<file path="src/rcs_pkg.sv">
// Purpose: constants and types of the reader command sequencer
// Assumes: 25 MHz device clock, 32-bit AHB-Lite register window
// Notes:   every offset is a byte address of one aligned word
//
// Notes on behaviour
// - power-up sequence starts only from resets
// - power-up resets, then loads stored settings
// - power-up end enters idle automatically
// - during power-up only page 0 readable
// - idle code does nothing, waits
// - self-finished command sets idle flag
// - host idle aborts, no idle flag
// - abort leaves FIFO contents untouched
// - transmit code sends FIFO bytes, host-started
// - preloaded FIFO stream is sent whole
// - transmit on empty FIFO arms, waits
// - bytes written during transmit are appended
// - empty FIFO at request ends transmit
// - frame complete sets transmit done flag
// - replacing transmit code stops next cycle
// - frame is start, data, end; phase shown
// - check code appended when enabled
// - parity only when enabled, odd or even
// - nonzero final count truncates last byte
// - final count clears after transmission
// - FIFO empty checked at last bit only
package rcs_pkg;

  // ---------------------------------------------------------------
  // register map
  // ---------------------------------------------------------------
  localparam logic [7:0] ADDR_STATUS     = 8'h00;
  localparam logic [7:0] ADDR_COMMAND    = 8'h04;
  localparam logic [7:0] ADDR_FIFO_DATA  = 8'h08;
  localparam logic [7:0] ADDR_FIFO_LEVEL = 8'h0c;
  localparam logic [7:0] ADDR_FLAGS      = 8'h10;
  localparam logic [7:0] ADDR_REDUNDANCY = 8'h14;
  localparam logic [7:0] ADDR_FRAMING    = 8'h18;

  // ---------------------------------------------------------------
  // command codes and field positions
  // ---------------------------------------------------------------
  localparam logic [5:0] CMD_IDLE     = 6'h00;
  localparam logic [5:0] CMD_TRANSMIT = 6'h1a;
  localparam logic [5:0] CMD_POWER_UP = 6'h3f;

  localparam int STAT_FIFO_EMPTY = 3;
  localparam int STAT_FIFO_FULL  = 4;
  localparam int STAT_PWR_BUSY   = 5;
  localparam int FLAG_IDLE       = 0;
  localparam int FLAG_TX         = 1;
  localparam int RED_PARITY_EN   = 0;
  localparam int RED_ODD_SEL     = 1;
  localparam int RED_CHECK_EN    = 2;
  localparam int RED_CHECK8      = 3;

  localparam logic [2:0] PHASE_IDLE  = 3'h0;
  localparam logic [2:0] PHASE_ARMED = 3'h1;
  localparam logic [2:0] PHASE_SOF   = 3'h2;
  localparam logic [2:0] PHASE_DATA  = 3'h3;
  localparam logic [2:0] PHASE_EOF   = 3'h4;

  // ---------------------------------------------------------------
  // reset values, stored settings, check code polynomials
  // ---------------------------------------------------------------
  localparam logic [3:0]  RED_RESET        = 4'h0;
  localparam logic [3:0]  RED_STORED       = 4'h3;
  localparam logic [2:0]  FRAMING_STORED   = 3'h0;
  localparam logic [15:0] CHECK16_POLY     = 16'h8408;
  localparam logic [15:0] CHECK16_PRESET   = 16'hffff;
  localparam logic [7:0]  CHECK8_POLY      = 8'hb8;
  localparam logic [7:0]  CHECK8_PRESET    = 8'hff;
  localparam logic [3:0]  LOAD_CYCLES      = 4'h8;
  localparam int          FIFO_DEPTH       = 64;

  // ---------------------------------------------------------------
  // timing
  // ---------------------------------------------------------------
  localparam int CLK_NS     = 40;
  localparam int BIT_NS     = 9440;
  localparam int BIT_CYCLES = BIT_NS / CLK_NS;

  typedef enum logic [2:0] {
    ST_POWER_UP,
    ST_IDLE,
    ST_TX_ARMED,
    ST_TX_SOF,
    ST_TX_DATA,
    ST_TX_CHECK,
    ST_TX_EOF,
    ST_TX_END
  } rcs_state_t;

endpackage

</file>
<file path="src/rcs_sequencer.sv">
// Purpose: command sequencer with power-up, idle and transmit commands
// Assumes: one AHB-Lite master, zero-wait slave, pin input asynchronous
// Notes:   o_tx_bit holds one bit per bit period while o_tx_active is high
module rcs_sequencer #(
  parameter int BIT_DIV = rcs_pkg::BIT_CYCLES
) (
  input  wire logic        i_clk,
  input  wire logic        i_reset_n,
  input  wire logic        i_reset_powerdown_pin,
  input  wire logic        i_hsel,
  input  wire logic [31:0] i_haddr,
  input  wire logic [1:0]  i_htrans,
  input  wire logic        i_hwrite,
  input  wire logic [2:0]  i_hsize,
  input  wire logic [31:0] i_hwdata,
  input  wire logic        i_hready,
  output logic      [31:0] o_hrdata,
  output logic             o_hreadyout,
  output logic             o_hresp,
  output logic             o_tx_bit,
  output logic             o_tx_active
);
  import rcs_pkg::*;

  // ---------------------------------------------------------------
  // declarations
  // ---------------------------------------------------------------
  rcs_state_t  state;
  logic [7:0]  fifo_mem [FIFO_DEPTH];
  logic [5:0]  wptr, rptr;
  logic [6:0]  fifo_count;
  logic        pin_q1, pin_q2, pin_q3;
  logic        dp_wr;
  logic [7:0]  dp_addr;
  logic [3:0]  load_cnt;
  logic [3:0]  redundancy_config_reg;
  logic [2:0]  final_byte_bit_count;
  logic [1:0]  flags;
  logic [15:0] div_cnt;
  logic [7:0]  shreg, check_hi;
  logic        check_left;
  logic [3:0]  bit_idx;
  logic [15:0] crc, next_crc;
  logic        pu_restart, pu_done, tick, wr_cmd, abort, in_tx, tx_finish;
  logic        fifo_empty, fifo_full, push, pop, start_load, cont_pop;
  logic        byte_last, part_last, par_bit, slot_bit;
  logic [2:0]  link_phase_field;
  logic [5:0]  cur_cmd;

  wire parity_gen_en      = redundancy_config_reg[RED_PARITY_EN];
  wire odd_parity_sel     = redundancy_config_reg[RED_ODD_SEL];
  wire tx_check_append_en = redundancy_config_reg[RED_CHECK_EN];
  wire check8_sel         = redundancy_config_reg[RED_CHECK8];

  // ---------------------------------------------------------------
  // reset pin synchroniser; a falling edge reruns power-up
  // ---------------------------------------------------------------
  always_ff @(posedge i_clk or negedge i_reset_n) begin
    if (!i_reset_n) begin
      pin_q1 <= 1'b1;
      pin_q2 <= 1'b1;
      pin_q3 <= 1'b1;
    end else begin
      pin_q1 <= i_reset_powerdown_pin;
      pin_q2 <= pin_q1;
      pin_q3 <= pin_q2;
    end
  end
  assign pu_restart = pin_q3 & ~pin_q2;

  // ---------------------------------------------------------------
  // bus slave: zero wait states, always OKAY
  // ---------------------------------------------------------------
  function automatic logic [31:0] read_word(input logic [7:0] a, input logic busy);
    logic [31:0] w;
    w = 32'h0000_0000;
    case (a)
      ADDR_STATUS:     w = {26'h0, busy, fifo_full, fifo_empty, link_phase_field};
      ADDR_COMMAND:    w = {26'h0, cur_cmd};
      ADDR_FIFO_LEVEL: w = {25'h0, fifo_count};
      ADDR_FLAGS:      w = {30'h0, flags};
      ADDR_REDUNDANCY: w = {28'h0, redundancy_config_reg};
      ADDR_FRAMING:    w = {29'h0, final_byte_bit_count};
      default:         w = 32'h0000_0000;
    endcase
    // other registers stay hidden while the sequence runs
    if (busy && a != ADDR_STATUS) begin
      w = 32'h0000_0000;
    end
    return w;
  endfunction

  assign o_hreadyout = 1'b1;
  assign o_hresp     = 1'b0;

  always_ff @(posedge i_clk or negedge i_reset_n) begin
    if (!i_reset_n) begin
      dp_wr    <= 1'b0;
      dp_addr  <= 8'h00;
      o_hrdata <= 32'h0000_0000;
    end else begin
      dp_wr   <= i_hsel & i_htrans[1] & i_hready & i_hwrite;
      dp_addr <= i_haddr[7:0];
      if (i_hsel && i_htrans[1] && i_hready && !i_hwrite) begin
        o_hrdata <= read_word(i_haddr[7:0], state == ST_POWER_UP);
      end
    end
  end

  // writes land in the data phase; all of them are dropped in power-up
  assign wr_cmd = dp_wr && dp_addr == ADDR_COMMAND && state != ST_POWER_UP;
  assign in_tx  = state != ST_POWER_UP && state != ST_IDLE;
  // the host cannot launch power-up, so its code is not a replacement
  assign abort  = wr_cmd && in_tx && i_hwdata[5:0] != CMD_TRANSMIT
                  && i_hwdata[5:0] != CMD_POWER_UP;

  always_comb begin
    case (state)
      ST_POWER_UP: cur_cmd = CMD_POWER_UP;
      ST_IDLE:     cur_cmd = CMD_IDLE;
      default:     cur_cmd = CMD_TRANSMIT;
    endcase
  end

  always_comb begin
    case (state)
      ST_TX_ARMED: link_phase_field = PHASE_ARMED;
      ST_TX_SOF:   link_phase_field = PHASE_SOF;
      ST_TX_DATA:  link_phase_field = PHASE_DATA;
      ST_TX_CHECK: link_phase_field = PHASE_DATA;
      ST_TX_EOF:   link_phase_field = PHASE_EOF;
      ST_TX_END:   link_phase_field = PHASE_EOF;
      default:     link_phase_field = PHASE_IDLE;
    endcase
  end

  // ---------------------------------------------------------------
  // power-up: reset phase, then stored settings are loaded
  // ---------------------------------------------------------------
  always_ff @(posedge i_clk or negedge i_reset_n) begin
    if (!i_reset_n) begin
      load_cnt <= 4'h0;
    end else if (pu_restart || state != ST_POWER_UP) begin
      load_cnt <= 4'h0;
    end else begin
      load_cnt <= load_cnt + 4'h1;
    end
  end
  assign pu_done = state == ST_POWER_UP && !pu_restart && load_cnt == LOAD_CYCLES - 4'h1;

  always_ff @(posedge i_clk or negedge i_reset_n) begin
    if (!i_reset_n) begin
      redundancy_config_reg <= RED_RESET;
    end else if (pu_restart) begin
      redundancy_config_reg <= RED_RESET;
    end else if (pu_done) begin
      redundancy_config_reg <= RED_STORED;
    end else if (dp_wr && dp_addr == ADDR_REDUNDANCY && state != ST_POWER_UP) begin
      redundancy_config_reg <= i_hwdata[3:0];
    end
  end

  always_ff @(posedge i_clk or negedge i_reset_n) begin
    if (!i_reset_n) begin
      final_byte_bit_count <= 3'h0;
    end else if (pu_restart) begin
      final_byte_bit_count <= 3'h0;
    end else if (pu_done) begin
      final_byte_bit_count <= FRAMING_STORED;
    end else if (tx_finish) begin
      final_byte_bit_count <= 3'h0;
    end else if (dp_wr && dp_addr == ADDR_FRAMING && state != ST_POWER_UP) begin
      final_byte_bit_count <= i_hwdata[2:0];
    end
  end

  // sticky flags, write one to clear; a new event beats the clear
  always_ff @(posedge i_clk or negedge i_reset_n) begin
    if (!i_reset_n) begin
      flags <= 2'b00;
    end else if (pu_restart) begin
      flags <= 2'b00;
    end else begin
      flags[FLAG_IDLE] <= (flags[FLAG_IDLE] & ~(dp_wr && dp_addr == ADDR_FLAGS
                          && state != ST_POWER_UP && i_hwdata[FLAG_IDLE]))
                          | pu_done | tx_finish;
      flags[FLAG_TX]   <= (flags[FLAG_TX] & ~(dp_wr && dp_addr == ADDR_FLAGS
                          && state != ST_POWER_UP && i_hwdata[FLAG_TX]))
                          | tx_finish;
    end
  end

  // ---------------------------------------------------------------
  // FIFO; idle abort never touches it
  // ---------------------------------------------------------------
  assign fifo_empty = fifo_count == 7'd0;
  assign fifo_full  = fifo_count == 7'(FIFO_DEPTH);
  assign push       = dp_wr && dp_addr == ADDR_FIFO_DATA && state != ST_POWER_UP && !fifo_full;
  assign pop        = start_load | cont_pop;

  always_ff @(posedge i_clk) begin
    if (push) begin
      fifo_mem[wptr] <= i_hwdata[7:0];
    end
  end

  always_ff @(posedge i_clk or negedge i_reset_n) begin
    if (!i_reset_n) begin
      wptr       <= 6'h00;
      rptr       <= 6'h00;
      fifo_count <= 7'h00;
    end else if (pu_restart) begin
      wptr       <= 6'h00;
      rptr       <= 6'h00;
      fifo_count <= 7'h00;
    end else begin
      if (push) begin
        wptr <= wptr + 6'h01;
      end
      if (pop) begin
        rptr <= rptr + 6'h01;
      end
      fifo_count <= fifo_count + 7'(push) - 7'(pop);
    end
  end

  // ---------------------------------------------------------------
  // bit period divider, restarted when a frame begins
  // ---------------------------------------------------------------
  always_ff @(posedge i_clk or negedge i_reset_n) begin
    if (!i_reset_n) begin
      div_cnt <= 16'h0000;
    end else if (start_load || div_cnt == 16'(BIT_DIV - 1)) begin
      div_cnt <= 16'h0000;
    end else begin
      div_cnt <= div_cnt + 16'h0001;
    end
  end
  assign tick = div_cnt == 16'(BIT_DIV - 1);

  // ---------------------------------------------------------------
  // transmit framing
  // ---------------------------------------------------------------
  assign par_bit   = odd_parity_sel ? ~(^shreg) : ^shreg;
  assign slot_bit  = bit_idx[3] ? par_bit : shreg[bit_idx[2:0]];
  assign byte_last = parity_gen_en ? bit_idx == 4'd8 : bit_idx == 4'd7;
  assign part_last = final_byte_bit_count != 3'h0
                     && bit_idx == {1'b0, final_byte_bit_count - 3'h1};
  assign start_load = !fifo_empty && !pu_restart
                      && ((state == ST_IDLE && wr_cmd && i_hwdata[5:0] == CMD_TRANSMIT)
                          || (state == ST_TX_ARMED && !abort));
  // pops the next byte; the data state repeats this test to decide whether the stream goes on
  assign cont_pop  = tick && !abort && !pu_restart && state == ST_TX_DATA
                     && byte_last && !fifo_empty;
  assign tx_finish = tick && !abort && !pu_restart && state == ST_TX_END;

  always_comb begin
    next_crc = crc;
    if (check8_sel) begin
      next_crc[7:0] = {1'b0, crc[7:1]} ^ ((crc[0] ^ slot_bit) ? CHECK8_POLY : 8'h00);
    end else begin
      next_crc = {1'b0, crc[15:1]} ^ ((crc[0] ^ slot_bit) ? CHECK16_POLY : 16'h0000);
    end
  end

  always_ff @(posedge i_clk or negedge i_reset_n) begin
    if (!i_reset_n) begin
      state       <= ST_POWER_UP;
      shreg       <= 8'h00;
      check_hi    <= 8'h00;
      check_left  <= 1'b0;
      bit_idx     <= 4'h0;
      crc         <= 16'h0000;
      o_tx_bit    <= 1'b0;
      o_tx_active <= 1'b0;
    end else if (pu_restart) begin
      state       <= ST_POWER_UP;
      o_tx_bit    <= 1'b0;
      o_tx_active <= 1'b0;
    end else if (abort) begin
      state       <= ST_IDLE;
      o_tx_bit    <= 1'b0;
      o_tx_active <= 1'b0;
    end else if (start_load) begin
      state   <= ST_TX_SOF;
      shreg   <= fifo_mem[rptr];
      bit_idx <= 4'h0;
      crc     <= check8_sel ? {8'h00, CHECK8_PRESET} : CHECK16_PRESET;
    end else begin
      case (state)
        ST_POWER_UP: begin
          if (pu_done) begin
            state <= ST_IDLE;
          end
        end
        ST_IDLE: begin
          if (wr_cmd && i_hwdata[5:0] == CMD_TRANSMIT) begin
            state <= ST_TX_ARMED;
          end
        end
        ST_TX_ARMED: state <= ST_TX_ARMED;
        ST_TX_SOF: begin
          if (tick) begin
            o_tx_bit    <= 1'b1;
            o_tx_active <= 1'b1;
            state       <= ST_TX_DATA;
          end
        end
        ST_TX_DATA: begin
          if (tick) begin
            o_tx_bit <= slot_bit;
            bit_idx  <= bit_idx + 4'h1;
            if (!bit_idx[3]) begin
              crc <= next_crc;
            end
            if (part_last && fifo_empty) begin
              state <= ST_TX_EOF;
            end else if (byte_last && !fifo_empty) begin
              shreg   <= fifo_mem[rptr];
              bit_idx <= 4'h0;
            end else if (byte_last) begin
              bit_idx <= 4'h0;
              if (tx_check_append_en) begin
                state      <= ST_TX_CHECK;
                shreg      <= next_crc[7:0];
                check_hi   <= next_crc[15:8];
                check_left <= !check8_sel;
              end else begin
                state <= ST_TX_EOF;
              end
            end
          end
        end
        ST_TX_CHECK: begin
          if (tick) begin
            o_tx_bit <= slot_bit;
            bit_idx  <= bit_idx + 4'h1;
            if (byte_last) begin
              bit_idx <= 4'h0;
              if (check_left) begin
                shreg      <= check_hi;
                check_left <= 1'b0;
              end else begin
                state <= ST_TX_EOF;
              end
            end
          end
        end
        ST_TX_EOF: begin
          if (tick) begin
            o_tx_bit <= 1'b0;
            state    <= ST_TX_END;
          end
        end
        ST_TX_END: begin
          if (tick) begin
            o_tx_active <= 1'b0;
            state       <= ST_IDLE;
          end
        end
        default: begin
          state <= ST_IDLE;
        end
      endcase
    end
  end
endmodule

</file>
<file path="config.mk">
export PLATFORM = sky130hd
export DESIGN_NAME = rcs_sequencer
export DESIGN_NICKNAME = d
export VERILOG_FILES = /design/src/rcs_pkg.sv /design/src/rcs_sequencer.sv
export SDC_FILE = /design/constraint.sdc
export NUM_CORES = 1
export LEC_CHECK = 0
export BUFFER_PORTS_ARGS = -buffer_cell sky130_fd_sc_hd__clkbuf_2
export CORE_MARGIN = 1.5
export CORE_UTILIZATION = 50
export DETAILED_ROUTE_END_ITERATION = 10
export PLACE_DENSITY = 0.67
export SYNTH_ARGS = -nofsm -noshare
export SYNTH_HDL_FRONTEND = slang
export SYNTH_SLANG_ARGS = --single-unit
</file>
<file path="constraint.sdc">
create_clock -name i_clk -period 5.18 [get_ports i_clk]
set_input_delay 1.036 -clock i_clk [delete_from_list [all_inputs] [get_ports i_clk]]
set_output_delay 1.036 -clock i_clk [all_outputs]
set_load 0.005 [all_outputs]
</file>
## Yosys cells after proc, flatten, opt, wreduce, memory -nomap -nowiden

Memory sizes are Yosys's and may differ from the RTL's.
Cells that the tools add are included.

| cells by class | value |
|---|---|
| add/subtract/negate cells | 8 |
| $lt $le $gt $ge | 1 |
| eq/ne operators | 58 |
| muxes and demuxes | 88 |
| bitwise logic cells | 22 |
| reduce and logical (&&, ||, !) cells | 74 |

Operators with widths:

| operator | number |
|---|---|
| 16-bit 2-to-1 mux | 7 |
| 8-bit 2-to-1 mux | 12 |
| 3-bit 2-to-1 mux | 19 |
| 8-bit by 5-bit == test with 1-bit output, second input constant | 6 |
| 7-bit case mux with 6 select lines | 1 |
| 4-bit 2-to-1 mux | 10 |
| 5-bit inequality test, second input constant | 8 |
| 1-bit logical AND | 38 |
| 32-bit 2-to-1 mux | 1 |
| 6-bit 2-to-1 mux | 4 |
| 3-bit case mux with 8 select lines | 1 |
| 1-bit 2-to-1 mux | 22 |
| 11-bit AND reduction | 2 |
| 3-bit inequality test, second input constant | 6 |
| 16-bit by 1-bit adder with 16-bit output, second input constant | 1 |
| 16-bit by 8-bit == test with 1-bit output, second input constant | 1 |
| 8-bit by 3-bit == test with 1-bit output, second input constant | 2 |
| 8-bit by 4-bit == test with 1-bit output, second input constant | 2 |
| 8-bit case mux with 2 select lines | 1 |
| 15-bit by 16-bit bitwise XOR with 16-bit output | 1 |
| 5-bit AND reduction | 3 |
| 2-bit inequality test, second input constant | 7 |
| 6-bit by 1-bit adder with 6-bit output, second input constant | 2 |
| 3-bit == test, second input constant | 4 |
| other kinds (48) | 90 |

| word-level totals | value |
|---|---|
| bits in registers | 134 |
| RAM bits | 512 |
| output and inout port bits | 36 |
| logic and storage cells | 274 |
| memories kept | 1 |

Memory list:

| name | depth | bits a word | rd ports | clocked after Yosys merged registers in | wr ports | RTL line | RTL |
|---|---|---|---|---|---|---|---|
| fifo_mem | 64 | 8 | 1 | 0 | 1 | rcs_sequencer.sv:29 | `logic [7:0] fifo_mem [FIFO_DEPTH];` |

## Longest topological paths before layout

| logic depth | value |
|---|---|
| depth in word-level cells | 15 |
| gate-level depth with buffers | 19 |
| mapped depth without buffers | 18 |

## Worst setup path after synthesis

OpenSTA, ideal clock, no wires.

| timing path | value |
|---|---|
| kind | input -> register |
| start point | input port i_hwdata[2] |
| end point | register fifo_count[6] |
| setup time | 0.136 ns |
| arrival | 4.114 ns |
| path slack | 0.930 ns |
| cell stages on the path | 17 |
| path buffers | 1 |
| cell sequence | nor3_1 > o2111a_1 > nor3_1 > clkbuf_1 > or4_4 > nand2_1 > ha_1 > inv_1 > ha_1 > inv_1 > fa_1 > nand2b_1 > a21oi_1 > o21ai_0 > a21oi_1 > or3_1 > a21oi_1 |

| on the way | value |
|---|---|
| cells in the longest elaborated chain, start to end | 12 |

Ends and longest elaborated chain:

| element | RTL line | RTL |
|---|---|---|
| from (decl) | rcs_sequencer.sv:15 | `input wire logic [31:0] i_hwdata,` |
| 6-bit by 5-bit inequality test with 1-bit output | rcs_sequencer.sv:114 | `assign abort = wr_cmd && in_tx && i_hwdata[5:0] != CMD_TRANSMIT` |
| 1-bit logical AND | rcs_sequencer.sv:114 |  |
| 1-bit logical AND | rcs_sequencer.sv:115 | `&& i_hwdata[5:0] != CMD_POWER_UP;` |
| 1-bit zero test | rcs_sequencer.sv:251, rcs_sequencer.sv:253 |  |
| 1-bit logical AND (3 in a row) | rcs_sequencer.sv:253 | `assign cont_pop = tick && !abort && !pu_restart && state == ST_TX_DATA` |
| 1-bit logical AND (2 in a row) | rcs_sequencer.sv:254 | `&& byte_last && !fifo_empty;` |
| 1-bit bitwise OR (*) | rcs_sequencer.sv:199 | `assign pop = start_load \| cont_pop;` |
| 7-bit by 1-bit subtractor with 7-bit output (*) | rcs_sequencer.sv:223 | `fifo_count <= fifo_count + 7'(push) - 7'(pop);` |
| 7-bit 2-to-1 mux (*) | rcs_sequencer.sv:212 | `end else if (pu_restart) begin` |
| to (signal assigned) | rcs_sequencer.sv:223 |  |
| to (decl) | rcs_sequencer.sv:31 | `logic [6:0] fifo_count;` |

Every way passes the cells marked *; elsewhere a longest branch is shown, timed or not.
A chain may end at the register's enable or synchronous reset.

## Final worst setup path

| timing path | value |
|---|---|
| start point | register div_cnt[4] |
| end point | register fifo_count[6] |

| on the way | value |
|---|---|
| cells in the longest elaborated chain, start to end | 9 |

Ends and longest elaborated chain:

| element | RTL line | RTL |
|---|---|---|
| from (decl) | rcs_sequencer.sv:39 | `logic [15:0] div_cnt;` |
| from (signal assigned) | rcs_sequencer.sv:236 | `div_cnt <= div_cnt + 16'h0001;` |
| 16-bit by 8-bit == test with 1-bit output | rcs_sequencer.sv:239 | `assign tick = div_cnt == 16'(BIT_DIV - 1);` |
| 1-bit logical AND (3 in a row) | rcs_sequencer.sv:253 |  |
| 1-bit logical AND (2 in a row) | rcs_sequencer.sv:254 |  |
| 1-bit bitwise OR | rcs_sequencer.sv:199 |  |
| 7-bit by 1-bit subtractor with 7-bit output | rcs_sequencer.sv:223 |  |
| 7-bit 2-to-1 mux | rcs_sequencer.sv:212 |  |

Every way passes these cells.

==> out/metrics.csv <==
metric,value,unit
status,"finished, final reports clean",
post-synthesis sequential area ratio,69.24,%
"slowest stage cell, crit path",or4_4,
row count,83,
detail-routed via count per cell,6.056,
Via Count,14364,
Synth top area share,58.80,%
routed wire length,59970,um
detailed-router iteration count before antenna repair,6,
count of final max-slew check failures,0,
Async SR Flop Fraction,17.55,%
register-to-register setup slack,0.82,ns
Placed Instance Area,27040,um^2
Die ar.,53680,um^2
min-delay worst type,reg2reg,
Worst Setup Start Kind,flip-flop,
number of buffers created by CTS,61,
placer's final routability congestion estimate,0.8700,
Worst Setup Slack post-DPL,0.4954,ns
number of antenna violations at the first check in global routing,1,
worst path bufs/invs,2,
P_int,9.447,mW
worst setup skew after layout,0.05348,ns
"flip-flop count of the largest register, all copies and words added",512,
vertical die dimension,231.7,um
type of element capturing the critical path,flip-flop,
worst-margin pin slew,1.030,ns
Worst Hold Slack,0.3553,ns
DRC violations left,0,
total setup buffers inserted after CTS,0,
Synth Area per Inst,16.44,um^2
proportion of layout cells with a drive suffix above 1,19.63,%
portion of the clock cycle consumed by the worst path in the final layout,84.21,%
pin count of the biggest net entering global routing,73,
final cell count without fillers,2372,
Post-Syn Area,26150,um^2
relative slew slack,31.37,%
total of max-cap violations,0,
final routed wire length divided by cell count,25.28,um
worst skew pair latency,0.64,ns
utilization of the core after routing,56.26,%
setup repair after global routing missed its margin,false,
net switching power of the design,3.713,mW
power per cell area,454.1,nW/um^2
Port Buffer Count,31,
Inst Count DP,2262,
cell at the root of the clock tree,clkbuf_16,
all-layer global routing usage,22.76,%
initial DRC count,1542,
initial cell density of the core,50.77,%
overall die width,231.7,um
first-pass GRT wire length,90190,um
Total Power,13.16,mW
number of hold violations in the final report,0,
fill cell total of the finished layout,3979,
fin crit period,4.362,ns
portion of total power attributed to the clock network,32.8,%
critical path type,reg2reg,
maximum operating frequency,0.2292,GHz
worst stage delay on the critical path,0.57,ns
number of synthesized flops with an enable pin,512,
top area cells in the synthesized netlist,"edfxtp_1 59%, mux4_2 11%, dfrtp_1 10%",
CTS tree,yes,
Post-Layout Inst Area,28980,um^2
worst setup slack after layout,0.8179,ns
summed negative setup slack over all endpoints,0,ns
dominant delay contributor by cell family on the critical path,simple AND/OR/NAND/NOR gates,
clock-pin slew on the worst setup and hold paths,0.06,ns
fraction of power consumed by combinational cells,22.8,%
Final setup viols,0,
final net count,1737,
HPWL after detailed placement,37810,um
crit path cell chain,or4_4 > nor4_4 > nand2_2 > or4_4 > nand2_1 > ha_1 > inv_1 > ha_1 > inv_1 > fa_1 > nand2b_1 > a21oi_1 > o21ai_0 > a21oi_1 > or3_1 > a21oi_1,
CTS-repair resized insts,0,
Yosys reg bits,621,
via count of the first global-routing pass,14195,
library cell with the highest instance count after synthesis,edfxtp_1,
instance count of the mapped netlist,1591,
count of warnings emitted by yosys,0,
switching portion of total power,28.22,%
Max clock buf depth,3,
post-route antenna net violation count,0,
"Distinct cells, synth",78,
dominant cell type by area after synthesis,edfxtp_1,
overall overflow remaining after global route,0,
top flip-flop cell by instance count after synthesis,edfxtp_1,
largest fanout on the critical path,8,
share of power burned in registers,44.5,%
Layout Area Growth over Synthesis,10.83,%
hold buffers post-CTS,0,
cell repeated most along the worst path,a21oi_1,
Clock Sinks,621,
registers with the most flip-flops,"fifo_mem x512, crc x16, div_cnt x16",
most common library cells after synthesis,"512 x edfxtp_1, 144 x nor2_1, 131 x mux4_2, 106 x dfrtp_1, 90 x nand2_1",
register with the highest flop count,fifo_mem,
Static Leakage,9.749,nW
CTS H-tree depth,2,
data required time at the worst endpoint,5.70,ns
placeable core region,51510,um^2
I/O pin cnt,111,
Peak supply drop,0.0003280,V
data arrival time at the worst-slack endpoint,4.88,ns
cells in the final DEF, fill, tap and decap left out, types with 8 or more instances in the layout:
cell	Yosys	routed
edfxtp_1	512	512
nor2_1	144	144
mux4_2	131	131
dfrtp_1	106	104
nand2_1	90	90
clkbuf_16	0	61
a21oi_1	58	58
buf_4	33	41
mux2i_1	40	40
o21ai_0	40	39
inv_1	35	35
clkbuf_2	0	30
nand3_1	28	28
mux2_2	27	27
conb_1	2	27
xnor2_1	24	24
nor3_1	21	21
ha_1	16	16
xor2_1	14	14
clkbuf_1	51	14
nand4_1	13	13
clkinv_2	0	12
clkinv_1	0	12
and3_1	11	11
nand3b_1	9	9
or3_1	9	9
nor4_1	8	8
a22oi_1	8	8
layer usage:
metal  part of all wire [%]  vias up  global-route usage, %
li1                       -     6266                      -
met1                     41     7427                  31.71
met2                     48      558                  35.95
met3                    7.7      111                  4.503
met4                    3.2        2                  8.015
met5                  0.027        -                      0
cell type report:
cell class	instances	area, um^2	area share [%]
sequential	621	18110	62.50
inverter	36	135.1	0.4663
multi-input combinational	853	7467	25.77
timing repair buffer	72	478.0	1.649
clock buffer	76	1593	5.496
clock inverter	33	340.3	1.174
antenna	1	2.502	0.008635
tap	680	850.8	2.936
path summary, 6_finish.rpt:
check,startpoint,to,cells after the start
max reg2reg,div_cnt[4]$_DFF_PN0_,fifo_count[6]$_DFF_PN0_,16
min reg2reg,pin_q1$_DFF_PN1_,pin_q2$_DFF_PN1_,0
max,div_cnt[4]$_DFF_PN0_,fifo_count[6]$_DFF_PN0_,16
min in group asynchronous,i_reset_n,o_hrdata[6]$_DFFE_PN0P_,1
min,pin_q1$_DFF_PN1_,pin_q2$_DFF_PN1_,0
max in group asynchronous,i_reset_n,shreg[6]$_DFFE_PN0P_,2
cell families after synthesis:
| family | Yosys count | synth area share (%) |
|---|---|---|
| muxes | 198 | 13.98 |
| and+or+nand+nor | 383 | 7.072 |
| buffers and inverters | 142 | 2.579 |
| DFF | 621 | 69.24 |
| AOI/OAI and AO/OA | 187 | 4.718 |
| xor gates and xnor gates | 41 | 1.541 |
| adders and majority gates | 17 | 0.8421 |
| other | 2 | 0.02872 |
power by group through the flow:
| stage | logic [mW] | registers, mW | clock network [mW] |
|---|---|---|---|
| after CTS | 3.00 | 5.86 | 4.39 |
| after global placement | 2.94 | 5.96 | 0 |
| after global routing | 3.23 | 5.88 | 4.56 |
| final | 2.99 | 5.85 | 4.31 |
| after floorplan | 2.36 | 5.72 | 0 |
| after detailed placement | 2.98 | 5.96 | 0 |
No activity file was read; power rests on OpenSTA's default activity.
